[src/rtl/clk_switch_pkg.sv]
// Purpose: Shared constants and types for the system clock switch.
// Assumes: 125 MHz sampling clock; oscillator levels arrive as pins.
// Notes:   Register offsets and mode codes are local to this block.
package clk_switch_pkg;

  // Register map
  localparam logic [3:0] ADDR_CTRL   = 4'h0;
  localparam logic [3:0] ADDR_STATUS = 4'h1;

  // Control register fields
  localparam int ALT_BIT    = 0;
  localparam int PLL_SW_BIT = 1;
  localparam int PLL_EN_BIT = 2;
  localparam int STABLE_BIT = 3;
  localparam logic [7:0] CTRL_RESET = 8'h00;

  // Status register fields
  localparam int STAT_SRC_LSB  = 0;
  localparam int STAT_FREEZE   = 2;
  localparam int STAT_MODE_LSB = 4;

  // Transition counts, in rising edges of the counted oscillator
  localparam logic [10:0] XTAL_START_EDGES = 11'h400;
  localparam logic [10:0] SYNC_EDGES       = 11'h008;

  // Lock wait, in microseconds, and its count of system cycles
  localparam int CLK_FREQ_MHZ     = 125;
  localparam int PLL_LOCK_TIME_US = 2000;
  localparam int PLL_LOCK_CYCLES  = PLL_LOCK_TIME_US * CLK_FREQ_MHZ;
  localparam int LOCK_CNT_W       = 18;

  typedef enum logic [3:0] {
    LOW_POWER_CRYSTAL   = 4'h0,
    MID_CRYSTAL         = 4'h1,
    HIGH_SPEED_CRYSTAL  = 4'h2,
    RESISTOR_CAP_OSC    = 4'h3,
    EXT_CLOCK           = 4'h4,
    EXT_CLOCK_GPIO      = 4'h5,
    CRYSTAL_PLL_FIXED   = 4'h6,
    RESISTOR_CAP_GPIO   = 4'h7,
    EXT_CLOCK_PLL_SOFT  = 4'h8,
    EXT_CLOCK_PLL_FIXED = 4'h9,
    CRYSTAL_PLL_SOFT    = 4'ha,
    RESISTOR_CAP_GPIO_B = 4'hb
  } osc_mode_t;

  typedef enum logic [1:0] {
    SRC_PRIMARY = 2'b00,
    SRC_PLL     = 2'b01,
    SRC_TIMER1  = 2'b10
  } src_t;

  typedef enum logic [2:0] {
    ST_WAKE  = 3'b000,
    ST_RUN   = 3'b001,
    ST_PARK  = 3'b010,
    ST_START = 3'b011,
    ST_LOCK  = 3'b100,
    ST_SYNC  = 3'b101,
    ST_SLEEP = 3'b110
  } sw_state_t;

endpackage

[src/rtl/system_clock_switch.sv]
// Purpose: System clock source selection with glitch-free switching.
// Assumes: Oscillator inputs are sampled levels; config is stable from reset.
// Notes:   Generated clock is a sampled image of the chosen source.
// Behaviour
// RL1: Resistor-capacitor mode drives oscillator/4 on output pin
// RL2: Resistor-capacitor I/O mode hands pin to port bit
// RL3: Switching allowed only when enable_n programmed low
// RL4: Alt switch zero primary, one Timer1 oscillator
// RL5: Alt switch cleared on every reset
// RL6: Alt switch forced zero unless enabled and Timer1
// RL7: PLL switch selects PLL; forced zero unless locked
// RL8: Fixed PLL modes hold PLL switch zero
// RL9: PLL enable fixed one, soft writable, else zero
// RL10: Stable flag reads one only when PLL usable
// RL11: Alt switch wins over PLL switch
// RL12: Upper four control bits read zero
// RL13: Wait eight incoming edges before using source
// RL14: Freeze at next first quarter, resume after eight
// RL15: Crystal switch-back waits 1024 oscillator periods
// RL16: Crystal with PLL adds lock delay after start-up
// RL17: External clock with PLL waits lock delay only
// RL18: Resistor-capacitor or external clock resumes after eight edges
// RL19: Outside party may drive clock into input pin
// RL20: Start-up delay only crystal modes, reset or wake
// RL21: Stable flag set after lock, cleared on disable
// RL22: Mux changes only with both clocks low; code switches active on a target rising edge, generated clock held low
`timescale 1ns/10ps
`default_nettype none

module system_clock_switch #(
  parameter int LOCK_CYCLES = clk_switch_pkg::PLL_LOCK_CYCLES
) (
  input  wire logic       sys_clk_in,
  input  wire logic       nrst_in,
  // Register port
  input  wire logic [3:0] addr_in,
  input  wire logic [7:0] wdata_in,
  input  wire logic       wr_in,
  input  wire logic       rd_in,
  output logic      [7:0] rdata_out,
  // Configuration word and neighbouring control
  input  wire logic [3:0] main_osc_config_in,
  input  wire logic       clock_switch_enable_n_in,
  input  wire logic       timer1_osc_enable_in,
  input  wire logic       first_quarter_phase_in,
  input  wire logic       sleep_in,
  // Oscillator sources
  input  wire logic       osc_in_pin_in,
  input  wire logic       timer1_osc_in,
  input  wire logic       pll_clk_in,
  // Output pin and its port bit
  input  wire logic       osc_out_pin_in,
  output logic            osc_out_pin_out,
  output logic            osc_out_pin_oe_n_out,
  input  wire logic       gpio_a_bit6_val_in,
  input  wire logic       gpio_a_bit6_oe_n_in,
  output logic            gpio_a_bit6_pin_out,
  // Generated clock and processor freeze
  output logic            sys_clk_gen_out,
  output logic            cpu_freeze_out
);

  // Synchronisers: prim, timer1, pll, out pin
  logic [3:0] sync_a;
  logic [3:0] sync_b;
  logic [3:0] sync_c;
  logic [3:0] rise;

  always_ff @(posedge sys_clk_in or negedge nrst_in) begin
    if (!nrst_in) begin
      sync_a <= 4'h0;
      sync_b <= 4'h0;
      sync_c <= 4'h0;
    end else begin
      sync_a <= {osc_out_pin_in, pll_clk_in, timer1_osc_in, osc_in_pin_in};
      sync_b <= sync_a;
      sync_c <= sync_b;
    end
  end

  assign rise = sync_b & ~sync_c;

  // Configuration capture after reset release
  clk_switch_pkg::osc_mode_t mode;
  logic                      cfg_sw_en_n;
  logic                      cfg_done;

  always_ff @(posedge sys_clk_in or negedge nrst_in) begin
    if (!nrst_in) begin
      mode        <= clk_switch_pkg::RESISTOR_CAP_OSC;
      cfg_sw_en_n <= 1'b1;
      cfg_done    <= 1'b0;
    end else if (!cfg_done) begin
      mode        <= clk_switch_pkg::osc_mode_t'(main_osc_config_in);
      cfg_sw_en_n <= clock_switch_enable_n_in;
      cfg_done    <= 1'b1;
    end
  end

  // Mode classes
  logic is_xtal;
  logic fixed_pll;
  logic soft_pll;
  logic rc_div_mode;
  logic gpio_mode;

  always_comb begin
    is_xtal     = 1'b0;
    fixed_pll   = 1'b0;
    soft_pll    = 1'b0;
    rc_div_mode = 1'b0;
    gpio_mode   = 1'b0;
    unique case (mode)
      clk_switch_pkg::LOW_POWER_CRYSTAL,
      clk_switch_pkg::MID_CRYSTAL,
      clk_switch_pkg::HIGH_SPEED_CRYSTAL: is_xtal = 1'b1;
      clk_switch_pkg::RESISTOR_CAP_OSC,
      clk_switch_pkg::EXT_CLOCK: rc_div_mode = 1'b1;
      clk_switch_pkg::EXT_CLOCK_GPIO,
      clk_switch_pkg::RESISTOR_CAP_GPIO,
      clk_switch_pkg::RESISTOR_CAP_GPIO_B: gpio_mode = 1'b1;
      clk_switch_pkg::CRYSTAL_PLL_FIXED: begin
        is_xtal   = 1'b1;
        fixed_pll = 1'b1;
      end
      clk_switch_pkg::EXT_CLOCK_PLL_FIXED: begin
        fixed_pll = 1'b1;
        gpio_mode = 1'b1;
      end
      clk_switch_pkg::CRYSTAL_PLL_SOFT: begin
        is_xtal  = 1'b1;
        soft_pll = 1'b1;
      end
      clk_switch_pkg::EXT_CLOCK_PLL_SOFT: begin
        soft_pll  = 1'b1;
        gpio_mode = 1'b1;
      end
      default: rc_div_mode = 1'b1;
    endcase
  end

  // Control register bits and PLL lock timing
  logic                                    alt_sw;
  logic                                    pll_sw;
  logic                                    pll_en;
  logic                                    pll_en_eff;
  logic                                    pll_stable;
  logic                                    switch_allowed;
  logic                                    wr_ctrl;
  logic                                    osc_halted;
  logic [clk_switch_pkg::LOCK_CNT_W-1:0]   lock_cnt;
  localparam logic [clk_switch_pkg::LOCK_CNT_W-1:0] LOCK_LAST =
    clk_switch_pkg::LOCK_CNT_W'(LOCK_CYCLES - 1);

  assign wr_ctrl        = wr_in && (addr_in == clk_switch_pkg::ADDR_CTRL);
  assign switch_allowed = !cfg_sw_en_n && timer1_osc_enable_in; // RL3 RL6
  assign pll_en_eff     = fixed_pll || (soft_pll && pll_en); // RL9

  always_ff @(posedge sys_clk_in or negedge nrst_in) begin
    if (!nrst_in) begin
      alt_sw <= clk_switch_pkg::CTRL_RESET[clk_switch_pkg::ALT_BIT]; // RL5
    end else if (!switch_allowed) begin
      alt_sw <= 1'b0; // RL6
    end else if (wr_ctrl) begin
      alt_sw <= wdata_in[clk_switch_pkg::ALT_BIT]; // RL4
    end
  end

  always_ff @(posedge sys_clk_in or negedge nrst_in) begin
    if (!nrst_in) begin
      pll_en <= clk_switch_pkg::CTRL_RESET[clk_switch_pkg::PLL_EN_BIT];
    end else if (!soft_pll) begin
      pll_en <= 1'b0; // RL9
    end else if (wr_ctrl) begin
      pll_en <= wdata_in[clk_switch_pkg::PLL_EN_BIT]; // RL9
    end
  end

  always_ff @(posedge sys_clk_in or negedge nrst_in) begin
    if (!nrst_in) begin
      pll_sw <= clk_switch_pkg::CTRL_RESET[clk_switch_pkg::PLL_SW_BIT];
    end else if (!soft_pll || !pll_en_eff || !pll_stable) begin
      pll_sw <= 1'b0; // RL7 RL8
    end else if (wr_ctrl) begin
      pll_sw <= wdata_in[clk_switch_pkg::PLL_SW_BIT]; // RL7
    end
  end

  // Lock timer restarts whenever the reference oscillator was halted
  always_ff @(posedge sys_clk_in or negedge nrst_in) begin
    if (!nrst_in) begin
      lock_cnt   <= '0;
      pll_stable <= 1'b0;
    end else if (!pll_en_eff || osc_halted) begin
      lock_cnt   <= '0;
      pll_stable <= 1'b0; // RL21
    end else if (lock_cnt == LOCK_LAST) begin
      pll_stable <= 1'b1; // RL10 RL21
    end else begin
      lock_cnt <= lock_cnt + 1'b1;
    end
  end

  // Switch sequencer
  clk_switch_pkg::sw_state_t state;
  clk_switch_pkg::src_t      active;
  clk_switch_pkg::src_t      tgt;
  clk_switch_pkg::src_t      want;
  logic [10:0]               edge_cnt;
  logic                      cur_level;
  logic                      tgt_rise;
  logic                      prim_rise;

  always_comb begin
    if (alt_sw) begin
      want = clk_switch_pkg::SRC_TIMER1; // RL11
    end else if (fixed_pll || pll_sw) begin
      want = clk_switch_pkg::SRC_PLL;
    end else begin
      want = clk_switch_pkg::SRC_PRIMARY; // RL4
    end
  end

  function automatic logic src_bit(input clk_switch_pkg::src_t s, input logic [3:0] v);
    unique case (s)
      clk_switch_pkg::SRC_PLL:    src_bit = v[2];
      clk_switch_pkg::SRC_TIMER1: src_bit = v[1];
      default:                    src_bit = v[0];
    endcase
  endfunction

  assign cur_level  = src_bit(active, sync_b);
  assign tgt_rise   = src_bit(tgt, rise);
  assign prim_rise  = rise[0];
  assign osc_halted = (state == clk_switch_pkg::ST_SLEEP) ||
                      (state == clk_switch_pkg::ST_WAKE) ||
                      (state == clk_switch_pkg::ST_START) ||
                      ((state == clk_switch_pkg::ST_RUN) &&
                       (active == clk_switch_pkg::SRC_TIMER1));

  always_ff @(posedge sys_clk_in or negedge nrst_in) begin
    if (!nrst_in) begin
      state    <= clk_switch_pkg::ST_WAKE;
      active   <= clk_switch_pkg::SRC_PRIMARY; // RL5
      tgt      <= clk_switch_pkg::SRC_PRIMARY;
      edge_cnt <= 11'h000;
    end else begin
      unique case (state)
        clk_switch_pkg::ST_WAKE: begin
          edge_cnt <= 11'h000;
          if (cfg_done) begin
            tgt <= want;
            if (is_xtal && want != clk_switch_pkg::SRC_TIMER1) begin
              state <= clk_switch_pkg::ST_START; // RL20
            end else if (want == clk_switch_pkg::SRC_PLL) begin
              state <= clk_switch_pkg::ST_LOCK;
            end else begin
              state <= clk_switch_pkg::ST_SYNC;
            end
          end
        end
        clk_switch_pkg::ST_RUN: begin
          edge_cnt <= 11'h000;
          if (sleep_in) begin
            state <= clk_switch_pkg::ST_SLEEP;
          end else if (want != active && first_quarter_phase_in) begin
            tgt   <= want;
            state <= clk_switch_pkg::ST_PARK; // RL14
          end
        end
        clk_switch_pkg::ST_PARK: begin
          if (!cur_level) begin // RL22
            if (active == clk_switch_pkg::SRC_TIMER1 && is_xtal) begin
              state <= clk_switch_pkg::ST_START; // RL15 RL16
            end else if (tgt == clk_switch_pkg::SRC_PLL) begin
              state <= clk_switch_pkg::ST_LOCK; // RL17
            end else begin
              state <= clk_switch_pkg::ST_SYNC; // RL14 RL18
            end
          end
        end
        clk_switch_pkg::ST_START: begin
          if (prim_rise) begin
            if (edge_cnt == clk_switch_pkg::XTAL_START_EDGES - 11'h001) begin
              edge_cnt <= 11'h000;
              state    <= (tgt == clk_switch_pkg::SRC_PLL) ?
                          clk_switch_pkg::ST_LOCK : clk_switch_pkg::ST_SYNC; // RL16
            end else begin
              edge_cnt <= edge_cnt + 11'h001; // RL15
            end
          end
        end
        clk_switch_pkg::ST_LOCK: begin
          edge_cnt <= 11'h000;
          if (pll_stable) begin
            state <= clk_switch_pkg::ST_SYNC; // RL16 RL17
          end
        end
        clk_switch_pkg::ST_SYNC: begin
          if (tgt_rise) begin
            if (edge_cnt == clk_switch_pkg::SYNC_EDGES - 11'h001) begin
              edge_cnt <= 11'h000;
              active   <= tgt;
              state    <= clk_switch_pkg::ST_RUN; // RL13
            end else begin
              edge_cnt <= edge_cnt + 11'h001; // RL13
            end
          end
        end
        clk_switch_pkg::ST_SLEEP: begin
          edge_cnt <= 11'h000;
          if (!sleep_in) begin
            state <= clk_switch_pkg::ST_WAKE; // RL20
          end
        end
        default: begin
          state    <= clk_switch_pkg::ST_WAKE;
          edge_cnt <= 11'h000;
        end
      endcase
    end
  end

  // Generated clock follows the source; while parked it may only fall
  always_ff @(posedge sys_clk_in or negedge nrst_in) begin
    if (!nrst_in) begin
      sys_clk_gen_out <= 1'b0;
    end else if (state == clk_switch_pkg::ST_RUN) begin
      sys_clk_gen_out <= cur_level;
    end else if (state == clk_switch_pkg::ST_PARK) begin
      sys_clk_gen_out <= cur_level && sys_clk_gen_out; // RL22
    end else begin
      sys_clk_gen_out <= 1'b0; // RL22
    end
  end

  assign cpu_freeze_out = (state != clk_switch_pkg::ST_RUN); // RL14

  // Output pin: divide-by-four, port bit, or left to the crystal
  logic div_half;
  logic div_q;

  always_ff @(posedge sys_clk_in or negedge nrst_in) begin
    if (!nrst_in) begin
      div_half <= 1'b0;
      div_q    <= 1'b0;
    end else if (prim_rise) begin
      div_half <= ~div_half;
      if (div_half) begin
        div_q <= ~div_q; // RL1
      end
    end
  end

  always_ff @(posedge sys_clk_in or negedge nrst_in) begin
    if (!nrst_in) begin
      osc_out_pin_out      <= 1'b0;
      osc_out_pin_oe_n_out <= 1'b1;
      gpio_a_bit6_pin_out  <= 1'b0;
    end else begin
      gpio_a_bit6_pin_out <= gpio_mode ? sync_c[3] : 1'b0; // RL2
      if (rc_div_mode) begin
        osc_out_pin_out      <= div_q; // RL1
        osc_out_pin_oe_n_out <= 1'b0;
      end else if (gpio_mode) begin
        osc_out_pin_out      <= gpio_a_bit6_val_in; // RL2
        osc_out_pin_oe_n_out <= gpio_a_bit6_oe_n_in;
      end else begin
        osc_out_pin_out      <= 1'b0;
        osc_out_pin_oe_n_out <= 1'b1;
      end
    end
  end

  // Read port, data in the cycle after the strobe
  always_ff @(posedge sys_clk_in or negedge nrst_in) begin
    if (!nrst_in) begin
      rdata_out <= 8'h00;
    end else if (rd_in && addr_in == clk_switch_pkg::ADDR_CTRL) begin
      rdata_out <= {4'h0, pll_stable, pll_en_eff, pll_sw, alt_sw}; // RL12 RL10
    end else if (rd_in && addr_in == clk_switch_pkg::ADDR_STATUS) begin
      rdata_out <= {mode, 1'b0, cpu_freeze_out, active};
    end else begin
      rdata_out <= 8'h00;
    end
  end

endmodule

`default_nettype wire

[config.mk]
export PLATFORM = sky130hd
export DESIGN_NAME = system_clock_switch
export DESIGN_NICKNAME = d
export VERILOG_FILES = /design/src/rtl/clk_switch_pkg.sv /design/src/rtl/system_clock_switch.sv
export SDC_FILE = /design/constraint.sdc
export NUM_CORES = 1
export LEC_CHECK = 0
export ABC_AREA = 0
export BUFFER_PORTS_ARGS = -buffer_cell sky130_fd_sc_hd__buf_2
export CORE_MARGIN = 3
export CORE_UTILIZATION = 55
export DETAILED_ROUTE_END_ITERATION = 6
export PLACE_DENSITY = 0.76
export SETUP_SLACK_MARGIN = 0.2
export SLEW_MARGIN = 30
export SYNTH_ARGS = -nofsm -noshare
export SYNTH_HDL_FRONTEND = slang
export SYNTH_SLANG_ARGS = --single-unit
[constraint.sdc]
create_clock -name sys_clk_in -period 6.6 [get_ports sys_clk_in]
set_input_delay 0.33 -clock sys_clk_in [delete_from_list [all_inputs] [get_ports sys_clk_in]]
set_output_delay 0.33 -clock sys_clk_in [all_outputs]
set_load 0.005 [all_outputs]
==> summary by stage <==
Status
The flow ran to the end, and the final reports show no timing, DRC or antenna violations.

Timing
Setup repair after global routing left no endpoint under its margin. The final-report hold violation count is 0. The headroom to the max-slew limit is 55.8%. The worst clock skew is 0.00843 ns.

The total setup violations reported at the end of the flow is 0. The highest attainable clock frequency is 363 MHz. The summed negative setup slack over all endpoints is 0 ns.

The minimum period implied by the final worst setup slack is 2.76 ns. The number of pins with negative max-slew slack in the final report is 0. For the pin with the worst max-slew slack, the measured transition is 0.657 ns. The part of the cycle the worst path needs is 41.8%.

Yosys
Dividing the synthesized area by the synthesized cell count gives 10.0 sq um. The share of flip-flops with an asynchronous set or reset is 100%. The share of synthesized area in the top cell type comes to 47.4%.

The sequential cell area fraction in the yosys report is 50.3%. In the synthesized netlist the dominant register cell turns out to be dfrtp_1. After synthesis the netlist holds a flip-flop and latch count of 72. The number of enable-type register cells in the synthesized netlist is 0. The number of warning messages in the yosys log is 0. Sorting the synthesized cells by area gives the leading types as dfrtp_1 (47%), nor2_1 (4.8%), nand2_1 (3.4%), o21ai_0 (3.3%), dfstp_2 (2.9%).

Synthesis produced a netlist with a net count of 394. In this run the cell area of the synthesized design comes to 0.00359 sq mm. The count of distinct cell types in the synthesized netlist is 57.

The gate count of the mapped netlist is 358. The cell type with the highest aggregate area in the netlist is dfrtp_1.

Final layout
The repair_antennas step left the layout with diodes totalling 0. The leading cell type in the layout, fill and taps excluded is dfrtp_1. The area growth from synthesis to layout is 13.6%. The number of nets in the layout is 432. With fillers left out, the area of the finished cells amounts to 0.00408 sq mm. Leaving out fill and tap cells, the most frequent cells in the layout are dfrtp_1 (68), nor2_1 (46), buf_2 (37).

Of the cells placed in the final design, the portion with a size suffix greater than 1 is 20.2%. For this run, the share of the core covered by cells in the final layout is 66.6%. The filler cell count is 485.

Global route
For this run the aggregate overflow at the end of global routing stands at 0. The fraction of met1 tracks used by global routing is 27.8%. The via count of the first global-routing pass is 2652. Across every metal layer, demand over resource in global routing totals 20.7%. The number of antenna violations at the first check in global routing is 0. The met3 demand-to-capacity share in global routing is 6.46%. For this run, global-route usage on met2 was measured as 32.7%. The first-pass GRT wire length is 12300 microns.

The global routing stage identified its most utilized layer as met2. Entering global routing, the biggest net connects 73 pins.

Die
In this run the count of I/O pins placed on the die edge is 43. The floorplan step set the die width to 86.8 microns. For this configuration, the core starts out at a cell density of 58.6%. In this run the vertical extent of the chip is 86.8 microns. After floorplanning, the core was sized to cover 0.00613 sq mm. The row count is 28. The floorplan die area is 0.00754 sq mm.

Drt
The routed layout has 2724 vias. The final wirelength is 7100 microns. The count of nets left with antenna violations once routing finished came out at 0.

The initial DRC count is 119. The average vias per placed instance is 5.72. The pre-antenna-repair detailed-routing pass consisted of 4 iterations. The wire length per cell is 14.9 microns. The number of design rule violations left after detail routing is 0.

Clocking
The CTS tree is built. The cell at the root of the clock tree is clkbuf_8. Clock tree synthesis inserted a total of 9 buffers. After clock tree synthesis, the clock-pin slew on the worst setup and hold paths is 0.08 ns. The clock insertion delay at the later pin of the skew report is 0.35 ns. For this design, the sink count on the clock tree is 72. No sink is reached through more buffers than the 2 on the longest clock path. The H-tree was split into 3 levels.

Flow run
The tool flagged a number of max-cap violations equal to 0.

Critical path
In this run the register-to-register setup slack is 3.84 ns. The worst setup path category is flip-flop to flip-flop. The delay of the slowest cell on the worst path is 0.56 ns. STA puts the critical path data required time at 6.82 ns.

The largest fanout on the critical path is 10. The kind of launch point of the worst setup path is a flip-flop. STA classifies the critical path endpoint as a flip-flop. The standard cell with the maximum stage delay on the critical path is or4b_1. The most frequent cell on the critical path is nand2b_1. Data arrives at the worst endpoint at 2.98 ns. The signal on the critical path passes through ha_1 -> nand4_2 -> or4b_1 -> a32oi_1 -> clkbuf_2 -> nand2b_1 -> nand2b_1 -> o21ai_0.

Power and ir drop
The switching power is 0.000393 W. The design draws 0.00127 W. The sequential power share is 42.6%. In this run, the combinational gates consume 24.6% of the power. The total power per unit cell area is 311 mW/mm^2. The leakage power summed over all cells is 1.83 nW. The maximum vdd ir drop is 306 uV. Per report_power, the clock group accounts for 32.8% of the total. The internal portion of the total power is 0.000878 W.

Of the total power, the share spent switching nets is 30.9%.

Placed design
Once detailed placement completed, the half-perimeter wirelength came to 4890 microns. During placement, the flow inserted port buffers numbering 37. After detailed placement, the total cell area comes to 0.00380 sq mm. The congestion estimate from routability-driven global placement came to 0.907.

Hold path
The worst hold path belongs to the class input port to flip-flop.
-- final timing paths --
check | from | depth (start not counted) | end
setup / recovery | edge_cnt[0] | 8 | edge_cnt[3]
hold / removal | osc_out_pin_in | 1 | sync_a[3]
setup reg to reg | edge_cnt[0] | 8 | edge_cnt[3]
hold reg to reg | sync_a[0] | 0 | sync_b[0]
max in group asynchronous | nrst_in | 4 | cfg_sw_en_n
min in group asynchronous | nrst_in | 3 | gpio_a_bit6_pin_out
-- stage by stage --
step                      hold WS [ns]  cells  setup slack [ns]
final                           0.0814    476              3.84
after global routing            0.0590    476              3.61
after CTS                       0.0666    473              3.74
after detailed placement         0.336    457              3.75
after global placement           0.334    457              3.77
after floorplan                 0.0344    358              4.43
-- cell type report --
class	count	area (sq um)	share of cell area, %
Clock inverter	7	120	2.94
Timing Repair Buffer	41	235	5.76
Tap cell	75	93.8	2.30
Clock buffer	9	124	3.03
Multi-Input combinational cell	263	1670	40.9
Sequential cell	72	1810	44.2
Inverter	9	33.8	0.827
-- sequential cells by signal, indices dropped and copies added, names as in the netlist, 2 cells and up --
register   cells
lock_cnt      18
edge_cnt      11
rdata_out      8
mode           4
sync_a         4
sync_b         4
sync_c         4
state          3
active         2
tgt            2
-- cell families (layout without fill, tap and decap cells) --
| logic type | count (synthesis) | count (layout) | synth area share (%) |
|---|---|---|---|
| flops | 72 | 72 | 50.3 |
| xor+xnor | 21 | 21 | 5.12 |
| buf+inv | 23 | 66 | 3.24 |
| other cells | 1 | 1 | 0.104 |
| simple gates | 156 | 156 | 22.8 |
| fa+ha+maj | 6 | 6 | 2.09 |
| compound gates | 63 | 63 | 11.4 |
| mux | 16 | 16 | 5.01 |
-- cell usage after synthesis, drive strengths merged, types with 2 or more instances --
cell type / n
nor3: 9
and4: 4
xor2: 10
nor4: 6
clkbuf: 10
nor2: 46
nand2b: 6
o41ai: 3
o22ai: 2
o21ai: 24
nor4bb: 5
nor3b: 2
a21oi: 15
nand2: 33
ha: 6
and2: 3
nand4: 3
and2b: 2
dfstp: 4
o31ai: 4
and3: 9
buf: 4
dfrtp: 68
mux2i: 6
nand3b: 4
mux2: 10
xnor2: 11
nor2b: 8
nand3: 11
a2111oi: 2
inv: 9
-- timing repair --
item | 4_1_cts | 5_1_grt
hold buffers | 0 | 1
buffers inserted | 0 | 0
resized for setup | 0 | 0
endpoints found under the hold margin | 0 | 20
-- power groups by stage --
stage	registers [W]	clock network, W	logic, W
final	0.000542	0.000417	0.000313
after global routing	0.000550	0.000447	0.000349
after CTS	0.000540	0.000427	0.000306
after detailed placement	0.000549	0	0.000304
after global placement	0.000545	0	0.000295
after floorplan	0.000515	0	0.000278
-- metal layers --
| layer | part of all wire, % | vias up |
|---|---|---|
| met3 | 3.9 | 6 |
| met1 | 47 | 1329 |
| met2 | 48 | 57 |
| met5 | 0 | - |
| li1 | - | 1332 |
| met4 | 0.99 | 0 |
-- worst max-delay path, delay by kind of cell (launching register included) --
kind                       cells  cell delay [ns]
adders and majority gates      1             0.23
AOI/OAI and AO/OA              2             0.51
DFF                            1             0.38
and+or+nand+nor                4             1.24
buffers and inverters          1             0.27
(Power assumes the default switching activity.)
